**src/hdl/pwmpm_pkg.sv**
```systemverilog
package pwmpm_pkg;

  // ---------------------------------------------------------------
  // Pin map of the shared pins
  // ---------------------------------------------------------------
  localparam int NPIN = 14;
  localparam int PIN_C1 = 0;
  localparam int PIN_E7 = 1;
  localparam int PIN_B3 = 2;
  localparam int PIN_U2B = 3;
  localparam int PIN_U2C = 4;
  localparam int PIN_U2D = 5;
  localparam int PIN_U1A = 6;
  localparam int PIN_U1B = 7;
  localparam int PIN_U1C = 8;
  localparam int PIN_U1D_CMP5 = 9;
  localparam int PIN_U3A = 10;
  localparam int PIN_U3B = 11;
  localparam int PIN_U3C = 12;
  localparam int PIN_U3D_CMP4 = 13;

  // ---------------------------------------------------------------
  // Configuration word fields
  // ---------------------------------------------------------------
  localparam int CFG3H_U2_SEL_BIT = 0;
  localparam int CFG3H_U13_SEL_BIT = 1;
  localparam int CFG3L_PMM_LSB = 0;
  localparam int CFG3L_PMM_W = 2;
  localparam logic [1:0] PMM_MICRO = 2'h3;
  localparam logic [1:0] ABW_8 = 2'h0;
  localparam logic [1:0] ABW_12 = 2'h1;
  localparam logic [1:0] ABW_16 = 2'h2;
  localparam logic [1:0] ABW_20 = 2'h3;
  localparam logic [7:0] CFG3H_RESET = 8'h03;
  localparam logic [7:0] CFG3L_RESET = 8'h03;
  localparam logic [1:0] ABW_RESET = 2'h3;

  // Pins taken by upper address lines at 20-bit addressing
  localparam logic [NPIN-1:0] ADDR20_PIN_MASK = 14'h1980;
  localparam logic [NPIN-1:0] ADDR16_PIN_MASK = 14'h0000;
  localparam logic [NPIN-1:0] ADDR12_PIN_MASK = 14'h0000;
  localparam logic [NPIN-1:0] ADDR8_PIN_MASK = 14'h0000;

  // ---------------------------------------------------------------
  // Control register fields of each enhanced unit
  // ---------------------------------------------------------------
  localparam int CTRL_OCF_LSB = 6;
  localparam int CTRL_MODE_LSB = 0;
  localparam logic [1:0] OCF_SINGLE = 2'h0;
  localparam logic [1:0] OCF_FULL_FWD = 2'h1;
  localparam logic [1:0] OCF_HALF = 2'h2;
  localparam logic [1:0] OCF_FULL_REV = 2'h3;
  localparam logic [1:0] MODE_PWM_TOP = 2'h3;
  localparam logic [3:0] OUT_MASK_NONE = 4'h0;
  localparam logic [3:0] OUT_MASK_A = 4'h1;
  localparam logic [3:0] OUT_MASK_AB = 4'h3;
  localparam logic [3:0] OUT_MASK_ABCD = 4'hF;

  // Configuration sampler states
  typedef enum logic [1:0] {
    ST_RESET = 2'b01,
    ST_RUN = 2'b10
  } pwmpm_state_t;

endpackage

```
**src/hdl/pwmpm_pin_mux.sv**
```systemverilog
`timescale 1ns/1ps
module pwmpm_pin_mux
(
  input wire logic i_mclk,
  input wire logic i_rst,
  input wire logic [7:0] i_config_word_3_high,
  input wire logic [7:0] i_config_word_3_low,
  input wire logic [1:0] i_ext_bus_address_width,
  input wire logic [7:0] i_u1_ccp_control_reg,
  input wire logic [7:0] i_u2_ccp_control_reg,
  input wire logic [7:0] i_u3_ccp_control_reg,
  input wire logic [3:0] i_u1_pwm_out,
  input wire logic [3:0] i_u2_pwm_out,
  input wire logic [3:0] i_u3_pwm_out,
  input wire logic i_cmp4_active,
  input wire logic i_cmp4_out,
  input wire logic i_cmp5_active,
  input wire logic i_cmp5_out,
  input wire logic [pwmpm_pkg::NPIN-1:0] i_ebus_addr_out,
  input wire logic [pwmpm_pkg::NPIN-1:0] i_port_latch,
  input wire logic [pwmpm_pkg::NPIN-1:0] i_direction_bits,
  output logic [pwmpm_pkg::NPIN-1:0] o_pin_out,
  output logic [pwmpm_pkg::NPIN-1:0] o_pin_oe,
  output logic [pwmpm_pkg::NPIN-1:0] o_pin_pwm_owned,
  output logic [pwmpm_pkg::NPIN-1:0] o_pin_ebus_owned,
  output logic o_u13_single_output,
  output logic [4:0] o_addr_bits,
  output logic o_routing_ready
);
  import pwmpm_pkg::*;

  logic cfg_u2_sel;
  logic cfg_u13_sel;
  logic [1:0] cfg_pmm;
  logic [1:0] cfg_abw;
  logic cfg_ready;

  logic [NPIN-1:0] pin_out;
  logic [NPIN-1:0] pin_oe;
  logic [NPIN-1:0] pwm_owned;
  logic [NPIN-1:0] ebus_owned;
  logic u13_single;
  logic [4:0] addr_bits;
  logic routing_ready;
  logic [NPIN-1:0] next_pin_out;
  logic [NPIN-1:0] next_pin_oe;
  logic [NPIN-1:0] next_pwm_owned;
  logic [NPIN-1:0] next_ebus_owned;
  logic next_u13_single;
  logic [4:0] next_addr_bits;
  logic next_routing_ready;

  logic micro_mode;
  logic [3:0] mask_u1;
  logic [3:0] mask_u2;
  logic [3:0] mask_u3;
  logic [NPIN-1:0] addr_claim;

  // ---------------------------------------------------------------
  // Configuration captured at reset release
  // ---------------------------------------------------------------
  pwmpm_cfg_hold i_pwmpm_cfg_hold
  (
    .i_mclk(i_mclk),
    .i_rst(i_rst),
    .i_config_word_3_high(i_config_word_3_high),
    .i_config_word_3_low(i_config_word_3_low),
    .i_ext_bus_address_width(i_ext_bus_address_width),
    .o_unit2_pin_select_bit(cfg_u2_sel),
    .o_unit13_pin_select_bit(cfg_u13_sel),
    .o_prog_mem_mode(cfg_pmm),
    .o_ext_bus_address_width(cfg_abw),
    .o_ready(cfg_ready)
  );

  // ---------------------------------------------------------------
  // Decode helpers
  // ---------------------------------------------------------------
  // Outputs a unit drives in its current mode
  function automatic logic [3:0] used_mask(input logic [7:0] ctrl);
    logic [3:0] m;
    m = OUT_MASK_NONE;
    if (ctrl[CTRL_MODE_LSB+2 +: 2] == MODE_PWM_TOP)
    begin
      case (ctrl[CTRL_OCF_LSB +: 2])
        OCF_SINGLE: m = OUT_MASK_A;
        OCF_HALF: m = OUT_MASK_AB;
        OCF_FULL_FWD: m = OUT_MASK_ABCD;
        OCF_FULL_REV: m = OUT_MASK_ABCD;
        default: m = OUT_MASK_NONE;
      endcase
    end
    return m;
  endfunction

  // Address lines in use for a width code
  function automatic logic [4:0] width_bits(input logic [1:0] abw);
    logic [4:0] w;
    w = 5'h08;
    if (abw == ABW_8)
      w = 5'h08;
    else if (abw == ABW_12)
      w = 5'h0C;
    else if (abw == ABW_16)
      w = 5'h10;
    else
      w = 5'h14;
    return w;
  endfunction

  // Pins claimed as address lines for a width code
  function automatic logic [NPIN-1:0] width_pins(input logic [1:0] abw);
    logic [NPIN-1:0] p;
    p = ADDR8_PIN_MASK;
    if (abw == ABW_20)
      p = ADDR20_PIN_MASK;
    else if (abw == ABW_16)
      p = ADDR16_PIN_MASK;
    else if (abw == ABW_12)
      p = ADDR12_PIN_MASK;
    else
      p = ADDR8_PIN_MASK;
    return p;
  endfunction

  // ---------------------------------------------------------------
  // Mode and ownership decode
  // ---------------------------------------------------------------
  always_comb
  begin
    micro_mode = (cfg_pmm == PMM_MICRO);
    next_u13_single = cfg_u13_sel && !micro_mode;
    next_addr_bits = width_bits(cfg_abw);
    addr_claim = micro_mode ? '0 : width_pins(cfg_abw);
    mask_u2 = used_mask(i_u2_ccp_control_reg);
    mask_u1 = used_mask(i_u1_ccp_control_reg);
    mask_u3 = used_mask(i_u3_ccp_control_reg);
    if (next_u13_single)
    begin
      mask_u1 = mask_u1 & OUT_MASK_A;
      mask_u3 = mask_u3 & OUT_MASK_A;
    end
  end

  // ---------------------------------------------------------------
  // Pin routing
  // ---------------------------------------------------------------
  always_comb
  begin
    next_pin_out = i_port_latch;
    next_pwm_owned = '0;
    next_ebus_owned = '0;
    next_routing_ready = cfg_ready;

    // Unit two output A, one of three pins
    if (mask_u2[0])
    begin
      if (cfg_u2_sel && micro_mode)
      begin
        next_pin_out[PIN_C1] = i_u2_pwm_out[0];
        next_pwm_owned[PIN_C1] = 1'b1;
      end
      else if (micro_mode)
      begin
        next_pin_out[PIN_E7] = i_u2_pwm_out[0];
        next_pwm_owned[PIN_E7] = 1'b1;
      end
      else
      begin
        next_pin_out[PIN_B3] = i_u2_pwm_out[0];
        next_pwm_owned[PIN_B3] = 1'b1;
      end
    end

    // Unit two B-D on dedicated pins
    if (mask_u2[1])
    begin
      next_pin_out[PIN_U2B] = i_u2_pwm_out[1];
      next_pwm_owned[PIN_U2B] = 1'b1;
    end
    if (mask_u2[2])
    begin
      next_pin_out[PIN_U2C] = i_u2_pwm_out[2];
      next_pwm_owned[PIN_U2C] = 1'b1;
    end
    if (mask_u2[3])
    begin
      next_pin_out[PIN_U2D] = i_u2_pwm_out[3];
      next_pwm_owned[PIN_U2D] = 1'b1;
    end

    // Units one and three, A-C dedicated
    for (int k = 0; k < 3; k++)
    begin
      if (mask_u1[k])
      begin
        next_pin_out[PIN_U1A+k] = i_u1_pwm_out[k];
        next_pwm_owned[PIN_U1A+k] = 1'b1;
      end
      if (mask_u3[k])
      begin
        next_pin_out[PIN_U3A+k] = i_u3_pwm_out[k];
        next_pwm_owned[PIN_U3A+k] = 1'b1;
      end
    end

    // Shared D pins, compare unit first
    if (i_cmp5_active)
      next_pin_out[PIN_U1D_CMP5] = i_cmp5_out;
    else if (mask_u1[3])
    begin
      next_pin_out[PIN_U1D_CMP5] = i_u1_pwm_out[3];
      next_pwm_owned[PIN_U1D_CMP5] = 1'b1;
    end
    if (i_cmp4_active)
      next_pin_out[PIN_U3D_CMP4] = i_cmp4_out;
    else if (mask_u3[3])
    begin
      next_pin_out[PIN_U3D_CMP4] = i_u3_pwm_out[3];
      next_pwm_owned[PIN_U3D_CMP4] = 1'b1;
    end

    // Address lines override on claimed pins
    for (int p = 0; p < NPIN; p++)
    begin
      if (addr_claim[p])
      begin
        next_pin_out[p] = i_ebus_addr_out[p];
        next_pwm_owned[p] = 1'b0;
        next_ebus_owned[p] = 1'b1;
      end
    end

    // Drivers follow direction bits, bus lines always driven
    next_pin_oe = ~i_direction_bits | next_ebus_owned;

    // Quiet pins until configuration is held
    if (!cfg_ready)
    begin
      next_pin_out = '0;
      next_pin_oe = '0;
      next_pwm_owned = '0;
      next_ebus_owned = '0;
    end
  end

  // ---------------------------------------------------------------
  // Output registers
  // ---------------------------------------------------------------
  always_ff @(posedge i_mclk)
  begin
    if (i_rst)
    begin
      pin_out <= '0;
      pin_oe <= '0;
      pwm_owned <= '0;
      ebus_owned <= '0;
      u13_single <= 1'b0;
      addr_bits <= 5'h00;
      routing_ready <= 1'b0;
    end
    else
    begin
      pin_out <= next_pin_out;
      pin_oe <= next_pin_oe;
      pwm_owned <= next_pwm_owned;
      ebus_owned <= next_ebus_owned;
      u13_single <= next_u13_single;
      addr_bits <= next_addr_bits;
      routing_ready <= next_routing_ready;
    end
  end

  assign o_pin_out = pin_out;
  assign o_pin_oe = pin_oe;
  assign o_pin_pwm_owned = pwm_owned;
  assign o_pin_ebus_owned = ebus_owned;
  assign o_u13_single_output = u13_single;
  assign o_addr_bits = addr_bits;
  assign o_routing_ready = routing_ready;

endmodule

```
**src/hdl/pwmpm_cfg_hold.sv**
```systemverilog
`timescale 1ns/1ps
module pwmpm_cfg_hold
(
  input wire logic i_mclk,
  input wire logic i_rst,
  input wire logic [7:0] i_config_word_3_high,
  input wire logic [7:0] i_config_word_3_low,
  input wire logic [1:0] i_ext_bus_address_width,
  output logic o_unit2_pin_select_bit,
  output logic o_unit13_pin_select_bit,
  output logic [1:0] o_prog_mem_mode,
  output logic [1:0] o_ext_bus_address_width,
  output logic o_ready
);
  import pwmpm_pkg::*;

  pwmpm_state_t state;
  pwmpm_state_t next_state;
  logic [7:0] cfg_hi;
  logic [7:0] cfg_lo;
  logic [1:0] abw;
  logic [7:0] next_cfg_hi;
  logic [7:0] next_cfg_lo;
  logic [1:0] next_abw;

  // ---------------------------------------------------------------
  // Capture once at reset release, then hold
  // ---------------------------------------------------------------
  always_comb
  begin
    next_state = state;
    next_cfg_hi = cfg_hi;
    next_cfg_lo = cfg_lo;
    next_abw = abw;
    case (state)
      ST_RESET:
      begin
        next_cfg_hi = i_config_word_3_high;
        next_cfg_lo = i_config_word_3_low;
        next_abw = i_ext_bus_address_width;
        next_state = ST_RUN;
      end
      ST_RUN:
      begin
        next_state = ST_RUN;
      end
      default:
      begin
        next_state = ST_RESET;
      end
    endcase
  end

  always_ff @(posedge i_mclk)
  begin
    if (i_rst)
    begin
      state <= ST_RESET;
      cfg_hi <= CFG3H_RESET;
      cfg_lo <= CFG3L_RESET;
      abw <= ABW_RESET;
    end
    else
    begin
      state <= next_state;
      cfg_hi <= next_cfg_hi;
      cfg_lo <= next_cfg_lo;
      abw <= next_abw;
    end
  end

  assign o_unit2_pin_select_bit = cfg_hi[CFG3H_U2_SEL_BIT];
  assign o_unit13_pin_select_bit = cfg_hi[CFG3H_U13_SEL_BIT];
  assign o_prog_mem_mode = cfg_lo[CFG3L_PMM_LSB +: CFG3L_PMM_W];
  assign o_ext_bus_address_width = abw;
  assign o_ready = (state == ST_RUN);

endmodule

```
**config.mk**
```make
export PLATFORM = sky130hd
export DESIGN_NAME = pwmpm_pin_mux
export DESIGN_NICKNAME = d
export VERILOG_FILES = /design/src/hdl/pwmpm_pkg.sv /design/src/hdl/pwmpm_pin_mux.sv /design/src/hdl/pwmpm_cfg_hold.sv
export SDC_FILE = /design/constraint.sdc
export NUM_CORES = 1
export LEC_CHECK = 0
export BUFFER_PORTS_ARGS = -buffer_cell sky130_fd_sc_hd__buf_2
export CORE_MARGIN = 1.5
export CORE_UTILIZATION = 41
export CTS_BUF_LIST = sky130_fd_sc_hd__clkbuf_4 sky130_fd_sc_hd__clkbuf_8 sky130_fd_sc_hd__clkbuf_16
export DETAILED_ROUTE_END_ITERATION = 8
export GPL_TIMING_DRIVEN = 0
export PLACE_DENSITY = 0.87
export SETUP_SLACK_MARGIN = 0.05
export SKIP_CTS_REPAIR_TIMING = 1
export SLEW_MARGIN = 30
export SYNTH_ARGS = -nofsm -noshare
export SYNTH_HDL_FRONTEND = slang
export SYNTH_SLANG_ARGS = --single-unit
```
**constraint.sdc**
```tcl
create_clock -name i_mclk -period 3 [get_ports i_mclk]
set_clock_uncertainty 0.15 [all_clocks]
set_input_delay 0.45 -clock i_mclk [delete_from_list [all_inputs] [get_ports i_mclk]]
set_output_delay 0.45 -clock i_mclk [all_outputs]
set_load 0.03 [all_outputs]
```
==> out/results.ini, run 1 <==
[status]
status = finished, final reports clean

[synthesis]
ys_dominant_reg_cell = sky130_fd_sc_hd__dfxtp_1
synth_top_area_cells = sky130_fd_sc_hd__dfxtp_1 (54%), sky130_fd_sc_hd__buf_4 (5.9%), sky130_fd_sc_hd__nor2_1 (4.4%)
synth_seq_area_share_pct = 54.2
synth_cell_types = 33
ys_ff_latch = 55
synth_edf_count = 0
yosys_synthesis_warning_count = 0
synth_top_cell_by_area = sky130_fd_sc_hd__dfxtp_1
post_syn_instances = 211
synth-async-reset-ratio_pct = 0
synth_most_common_cell = sky130_fd_sc_hd__dfxtp_1
post_synth_instance_area_um2 = 2030
synth_top_area_share_pct = 54.2
synth_area_per_cell_um2 = 9.62
most_used_standard_cells_in_the_synthesized_netlist = sky130_fd_sc_hd__dfxtp_1 (55), sky130_fd_sc_hd__nor2_1 (24), sky130_fd_sc_hd__buf_4 (16)

[sta]
max_freq_ghz = 0.624
rsz0062_at_grt = false
post-route-worst-setup-slack_ns = 1.40
layout_min_cycle_time_ns = 1.60
fin_tns_setup_ns = 0
final_report_max_slew_violation_count = 0
setup-violations-final = 0
hold_viol_final = 0
final_min_period_over_clock_period_pct = 53.4

[cells_and_area]
layout-area-overhead-vs-synth_pct = 40.1
antennaDiodeCount = 0
fin_util_pct = 59.8
final_cell_area_um2 = 2850
finalNetCount = 451
proportion_of_layout_cells_with_a_drive_suffix_above_1_pct = 42.8

[hold_path]
min_path_type = in2reg
worst_hold_startpoint = i_direction_bits[0]
hold-path-cell-count = 2
worst_min_delay_path_endpoint = o_pin_oe[0]$_SDFF_PP0_

[floorplanning]
top_level_ports = 165
die_h_um = 73.4
initial_utilization_pct = 42.7
core_area_um2 = 4750
row_count = 25
floorplan.die_area_um2 = 5380
die_w_um = 73.4

[cts]
worst_setup_hold_path_clk_slew_ns = 0.10
cts.sinks = 55
cts_tree = yes
cts_buffer_depth = 2
cts_htree_levels = 2
ctsRootBufferMaster = sky130_fd_sc_hd__clkbuf_8
insertion_delay_ns = 0.30
cts-buffers-inserted = 5

[critical_path]
critical_path.reg2reg.endpoint = o_pin_oe[6]$_SDFF_PP0_
path_delay_family = buffers and inverters
crit_path_end_kind = flip-flop
worst_r2r_startpoint = i_pwmpm_cfg_hold.state[0]$_SDFF_PP1_
critPathMostFrequentCell = sky130_fd_sc_hd__buf_2
critical_path_at_ns = 1.65
startpoint_to_endpoint_class_of_the_critical_path = reg2reg
crit_chain = inv_1 > ha_1 > nand2b_1 > buf_2 > buf_2 > nor2_1
setup.worst_path.start_class = flip-flop
critical-path-slowest-cell = sky130_fd_sc_hd__dfxtp_1
buf_inv_stages_crit_path = 3
critical_path.startpoint = i_pwmpm_cfg_hold.state[0]$_SDFF_PP1_
worst_ep_required_time_ns = 3.04
critical_path.max_stage_delay_ns = 0.35
register_to_register_setup_slack_ns = 1.40
worst-r2r-cell-count = 6
timing.critical_path.fanout_max = 10

[placed_design]
weighted_congestion_reported_at_the_end_of_routability_driven_placement = 0.744
hpwl_um = 3950
placedInstanceArea_um2 = 2750
io_buffer_count = 118
dp_worst_setup_slack_ns = 1.39

[detailed_routing]
avgViaCountPerCell = 4.65
post-route-drc-count = 0
route.vias.total = 1931
drt_first_pass_iters = 4
routed_wire_length_per_instance_um = 12.1
antenna_violating_nets_post_route = 0
routed_wirelength_um = 5010
detail_route.iter0.violations = 61

[pwr]
power_frac_comb_pct = 34.2
power.density_cell_area_nw_per_um2 = 699
power_switching_mw = 0.736
power.share.switching_pct = 37.0
leak_nw = 1.47
seq_power_share_pct = 44.6
intPower_mw = 1.25
power.ir.vdd_worst_uv = 416
share_clk_of_total_power_pct = 21.3

[global_route]
wire_length_of_the_first_global_routing_pass_um = 7470
number_of_global_route_vias_before_repair = 1652
grtUsageTotal_pct = 17.8
globalRouteOverflowTotal = 0
maximum_number_of_pins_on_one_net_before_global_route_repair = 18
grt_antenna_before_repair = 0

[job]
timing.max_cap.violations = 0

==> cell usage in the layout, fill, tap and decap left out, types with 3 or more instances in the layout <==
master	count
sky130_fd_sc_hd__buf_2	122
sky130_fd_sc_hd__dfxtp_1	55
sky130_fd_sc_hd__nor2_1	24
sky130_fd_sc_hd__buf_4	16
sky130_fd_sc_hd__a21oi_1	12
sky130_fd_sc_hd__conb_1	12
sky130_fd_sc_hd__nand2_1	11
sky130_fd_sc_hd__nand3_1	11
sky130_fd_sc_hd__nor2b_1	10
sky130_fd_sc_hd__a211o_1	6
sky130_fd_sc_hd__o211ai_1	6
sky130_fd_sc_hd__clkbuf_8	6
sky130_fd_sc_hd__nand4_1	5
sky130_fd_sc_hd__nor3_1	5
sky130_fd_sc_hd__clkbuf_1	4
sky130_fd_sc_hd__nor4_1	4
sky130_fd_sc_hd__and3b_1	4
sky130_fd_sc_hd__o221ai_1	4
sky130_fd_sc_hd__inv_1	3
sky130_fd_sc_hd__and2_1	3
sky130_fd_sc_hd__nand2b_1	3
sky130_fd_sc_hd__nand3b_1	3
==> through the flow <==
stage / hold slack [ns] / power, mW / cells
after CTS: 0.132 / 2.00 / 415
after detailed placement: 0.316 / 1.58 / 407
after floorplan: 0.275 / 1.38 / 222
final: 0.138 / 1.99 / 415
after global routing: 0.123 / 2.12 / 415
after global placement: 0.311 / 1.58 / 407
==> layout make-up <==
| class | count | area [um^2] |
|---|---|---|
| plain buffers | 25 | 166 |
| clock buffers | 6 | 82.6 |
| repair buffers | 118 | 591 |
| well taps | 67 | 83.8 |
| inverters | 4 | 15.0 |
| fillers | 429 | 1910 |
| multi-input cells | 138 | 790 |
| flip-flops and latches | 55 | 1100 |
| clock inverters | 2 | 16.3 |
==> worst register-to-register path, delay by kind of cell (launching register included) <==
family	cells	cell delay, ns
AND/OR/NAND/NOR	2	0.21
flip-flops	1	0.35
buffers and inverters	3	0.54
adder cells (fa/ha/maj)	1	0.26
==> power groups by stage <==
stage / registers, mW / logic (mW) / clock network, mW
final: 0.886 / 0.679 / 0.422
after global routing: 0.902 / 0.749 / 0.465
after CTS: 0.887 / 0.678 / 0.432
after detailed placement: 0.903 / 0.676 / 0
after global placement: 0.902 / 0.673 / 0
after floorplan: 1.00 / 0.374 / 0
==> worst max-delay path by stage <==
stage	to	depth (start not counted)
floorplan	o_pin_oe[0]$_SDFF_PP0_	6
global placement	o_pin_oe[0]$_SDFF_PP0_	5
detailed placement	o_pin_oe[6]$_SDFF_PP0_	6
CTS	o_pin_oe[6]$_SDFF_PP0_	6
global route	o_pin_oe[5]$_SDFF_PP0_	6
finish	o_pin_oe[6]$_SDFF_PP0_	6
==> logic make-up after synthesis <==
family                     after synthesis  synth area share, %
adders and majority gates                2                 1.23
DFF                                     55                 54.2
and+or+nand+nor                         85                 21.7
buffers and inverters                   29                 8.93
AOI/OAI and AO/OA                       39                 13.7
other                                    1                0.185
==> registers in the layout, indices dropped and copies added, names as in the netlist <==
signal,flops
o_addr_bits,3
i_pwmpm_cfg_hold.state,2
o_pin_pwm_owned,13
i_pwmpm_cfg_hold.o_ext_bus_address_width,2
o_pin_out,14
i_pwmpm_cfg_hold.cfg_hi,2
i_pwmpm_cfg_hold.cfg_lo,2
o_routing_ready,1
o_u13_single_output,1
o_pin_ebus_owned,1
o_pin_oe,14
==> per-layer routing <==
layer	routed length, um	vias to the layer above	track usage (%)
li1	-	980	-
met1	2010	865	20.3
met2	2530	82	31.3
met3	433	4	5.76
met4	40	0	6.17
met5	0	-	0
(Power assumes the default switching activity.)
==> run 2: changes to the inputs <==
CORE_UTILIZATION = 35   (was 41)
PLACE_DENSITY = 0.79   (was 0.87)
clock period = 1.4 ns   (was 3 ns; I/O delays follow)
==> run 2 against run 1 <==
- critical endpoint is now o_pin_ebus_owned[11]
- highest routed layer unchanged
- first-iteration DRC count increased by 8.2%
- hold slack worse by 0.15 ns
- sequential power increased by 120%
- the run now ends with hold timing left
==> out/results.ini, run 2 (synthesized netlist as in run 1, its figures left out) <==
[detailed_routing]
routed_wirelength_um = 5690
post-route-drc-count = 0
detail_route.iter0.violations = 66
met3_wirelength_um = 453
antenna_violating_nets_post_route = 0
drt_first_pass_iters = 4
routed_wire_length_per_instance_um = 12.6
avgViaCountPerCell = 4.56
route.vias.total = 2054
highest_signal_layer = met4
drt-met1-wl_um = 2320
route.met2.wl_um = 2830

[critical_path]
crit_chain = buf_4 > buf_2
crit_path_end_kind = primary output
startpoint_to_endpoint_class_of_the_critical_path = reg2out
critical-path-slowest-cell = sky130_fd_sc_hd__dfxtp_2
critical_path_at_ns = 0.96
timing.critical_path.fanout_max = 4
worst_ep_required_time_ns = 1.04
critical_path.max_stage_delay_ns = 0.36
setup.worst_path.start_class = flip-flop

[sta]
hold_viol_final = 3
final_report_max_slew_violation_count = 0
setup-violations-final = 0
final_min_period_over_clock_period_pct = 94.1
post-route-worst-setup-slack_ns = 0.0831
rsz0062_at_grt = false
layout_min_cycle_time_ns = 1.32
max_freq_ghz = 0.759
finalHoldWorstSlack_ns = -0.00754
fin_tns_setup_ns = 0

[cells_and_area]
mostFrequentLayoutCell = sky130_fd_sc_hd__buf_2
finalNetCount = 481
instances_no_fill = 450
fin_util_pct = 58.9
final_cell_area_um2 = 3260
mostFrequentLayoutCells = sky130_fd_sc_hd__buf_2 (117), sky130_fd_sc_hd__dfxtp_1 (47), sky130_fd_sc_hd__nor2_1 (24), sky130_fd_sc_hd__dlygate4sd3_1 (24), sky130_fd_sc_hd__buf_4 (22)
antennaDiodeCount = 0
layout-area-overhead-vs-synth_pct = 60.7
proportion_of_layout_cells_with_a_drive_suffix_above_1_pct = 46.6

[placed_design]
dp_cells = 412
io_buffer_count = 118
dp_worst_setup_slack_ns = -0.177
hpwl_um = 3990
placedInstanceArea_um2 = 2760
weighted_congestion_reported_at_the_end_of_routability_driven_placement = 0.785

[floorplanning]
die_w_um = 79.2
row_count = 27
die_h_um = 79.2
floorplan.die_area_um2 = 6270
initial_utilization_pct = 36.7
core_area_um2 = 5540
top_level_ports = 165

[hold_path]
min_path_type = in2reg

[cts]
cts_htree_levels = 2
ctsRootBufferMaster = sky130_fd_sc_hd__clkbuf_8
insertion_delay_ns = 0.30
cts_buffer_depth = 2
worst_setup_hold_path_clk_slew_ns = 0.09
cts-buffers-inserted = 5
cts_tree = yes
cts.sinks = 55

[pwr]
total_power_mw = 4.65
leak_nw = 1.63
power.ir.vdd_worst_uv = 735
power.density_cell_area_nw_per_um2 = 1420

[status]
status = finished with violations
failing_checks = hold timing

[global_route]
wire_length_of_the_first_global_routing_pass_um = 7580
grtUsageTotal_pct = 15.7
number_of_global_route_vias_before_repair = 1722
globalRouteOverflowTotal = 0
grt_antenna_before_repair = 0
maximum_number_of_pins_on_one_net_before_global_route_repair = 18

[job]
timing.max_cap.violations = 0

[run 2: final timing paths]
| path | start | to | slack, ns | cells after the start |
|---|---|---|---|---|
| setup / recovery | o_pin_ebus_owned[11]$_SDFF_PP0_ | o_pin_ebus_owned[11] | 0.08 | 2 |
| hold reg to reg | i_pwmpm_cfg_hold.o_ext_bus_address_width[1]$_SDFFE_PP1N_ | o_addr_bits[3]$_SDFF_PP0_ | 0.30 | 1 |
| setup reg to reg | i_pwmpm_cfg_hold.o_ext_bus_address_width[0]$_SDFFE_PP1N_ | o_pin_out[7]$_SDFF_PP0_ | 0.09 | 4 |
| hold / removal | i_ebus_addr_out[7] | o_pin_out[7]$_SDFF_PP0_ | -0.008 | 3 |
[run 2: per-layer routing]
| metal | vias up | global-route usage (%) |
|---|---|---|
| met5 | - | 0 |
| met4 | 0 | 5.79 |
| met3 | 9 | 4.02 |
| met2 | 91 | 27.9 |
| met1 | 917 | 17.9 |
| li1 | 1037 | - |
[run 2: layout make-up]
type,instances,area (um^2)
Inverter,4,17.5
Sequential cell,55,1120
Buffer,25,196
Timing Repair Buffer,148,878
Clock inverter,2,16.3
Clock buffer,6,82.6
Tap cell,72,90.1
Multi-Input combinational cell,138,866
Fill cell,485,2280
[run 2: where the power goes]
part / switching (mW) / internal, mW / total [mW]
logic: 1.06 / 0.741 / 1.80
registers: 0.142 / 1.81 / 1.95
clock network: 0.493 / 0.404 / 0.897
total: 1.69 / 2.95 / 4.65
[run 2: worst max-delay path, delay by kind of cell (launching register included)]
kind | cells | cell delay [ns]
DFF | 1 | 0.36
buffers and inverters | 2 | 0.30
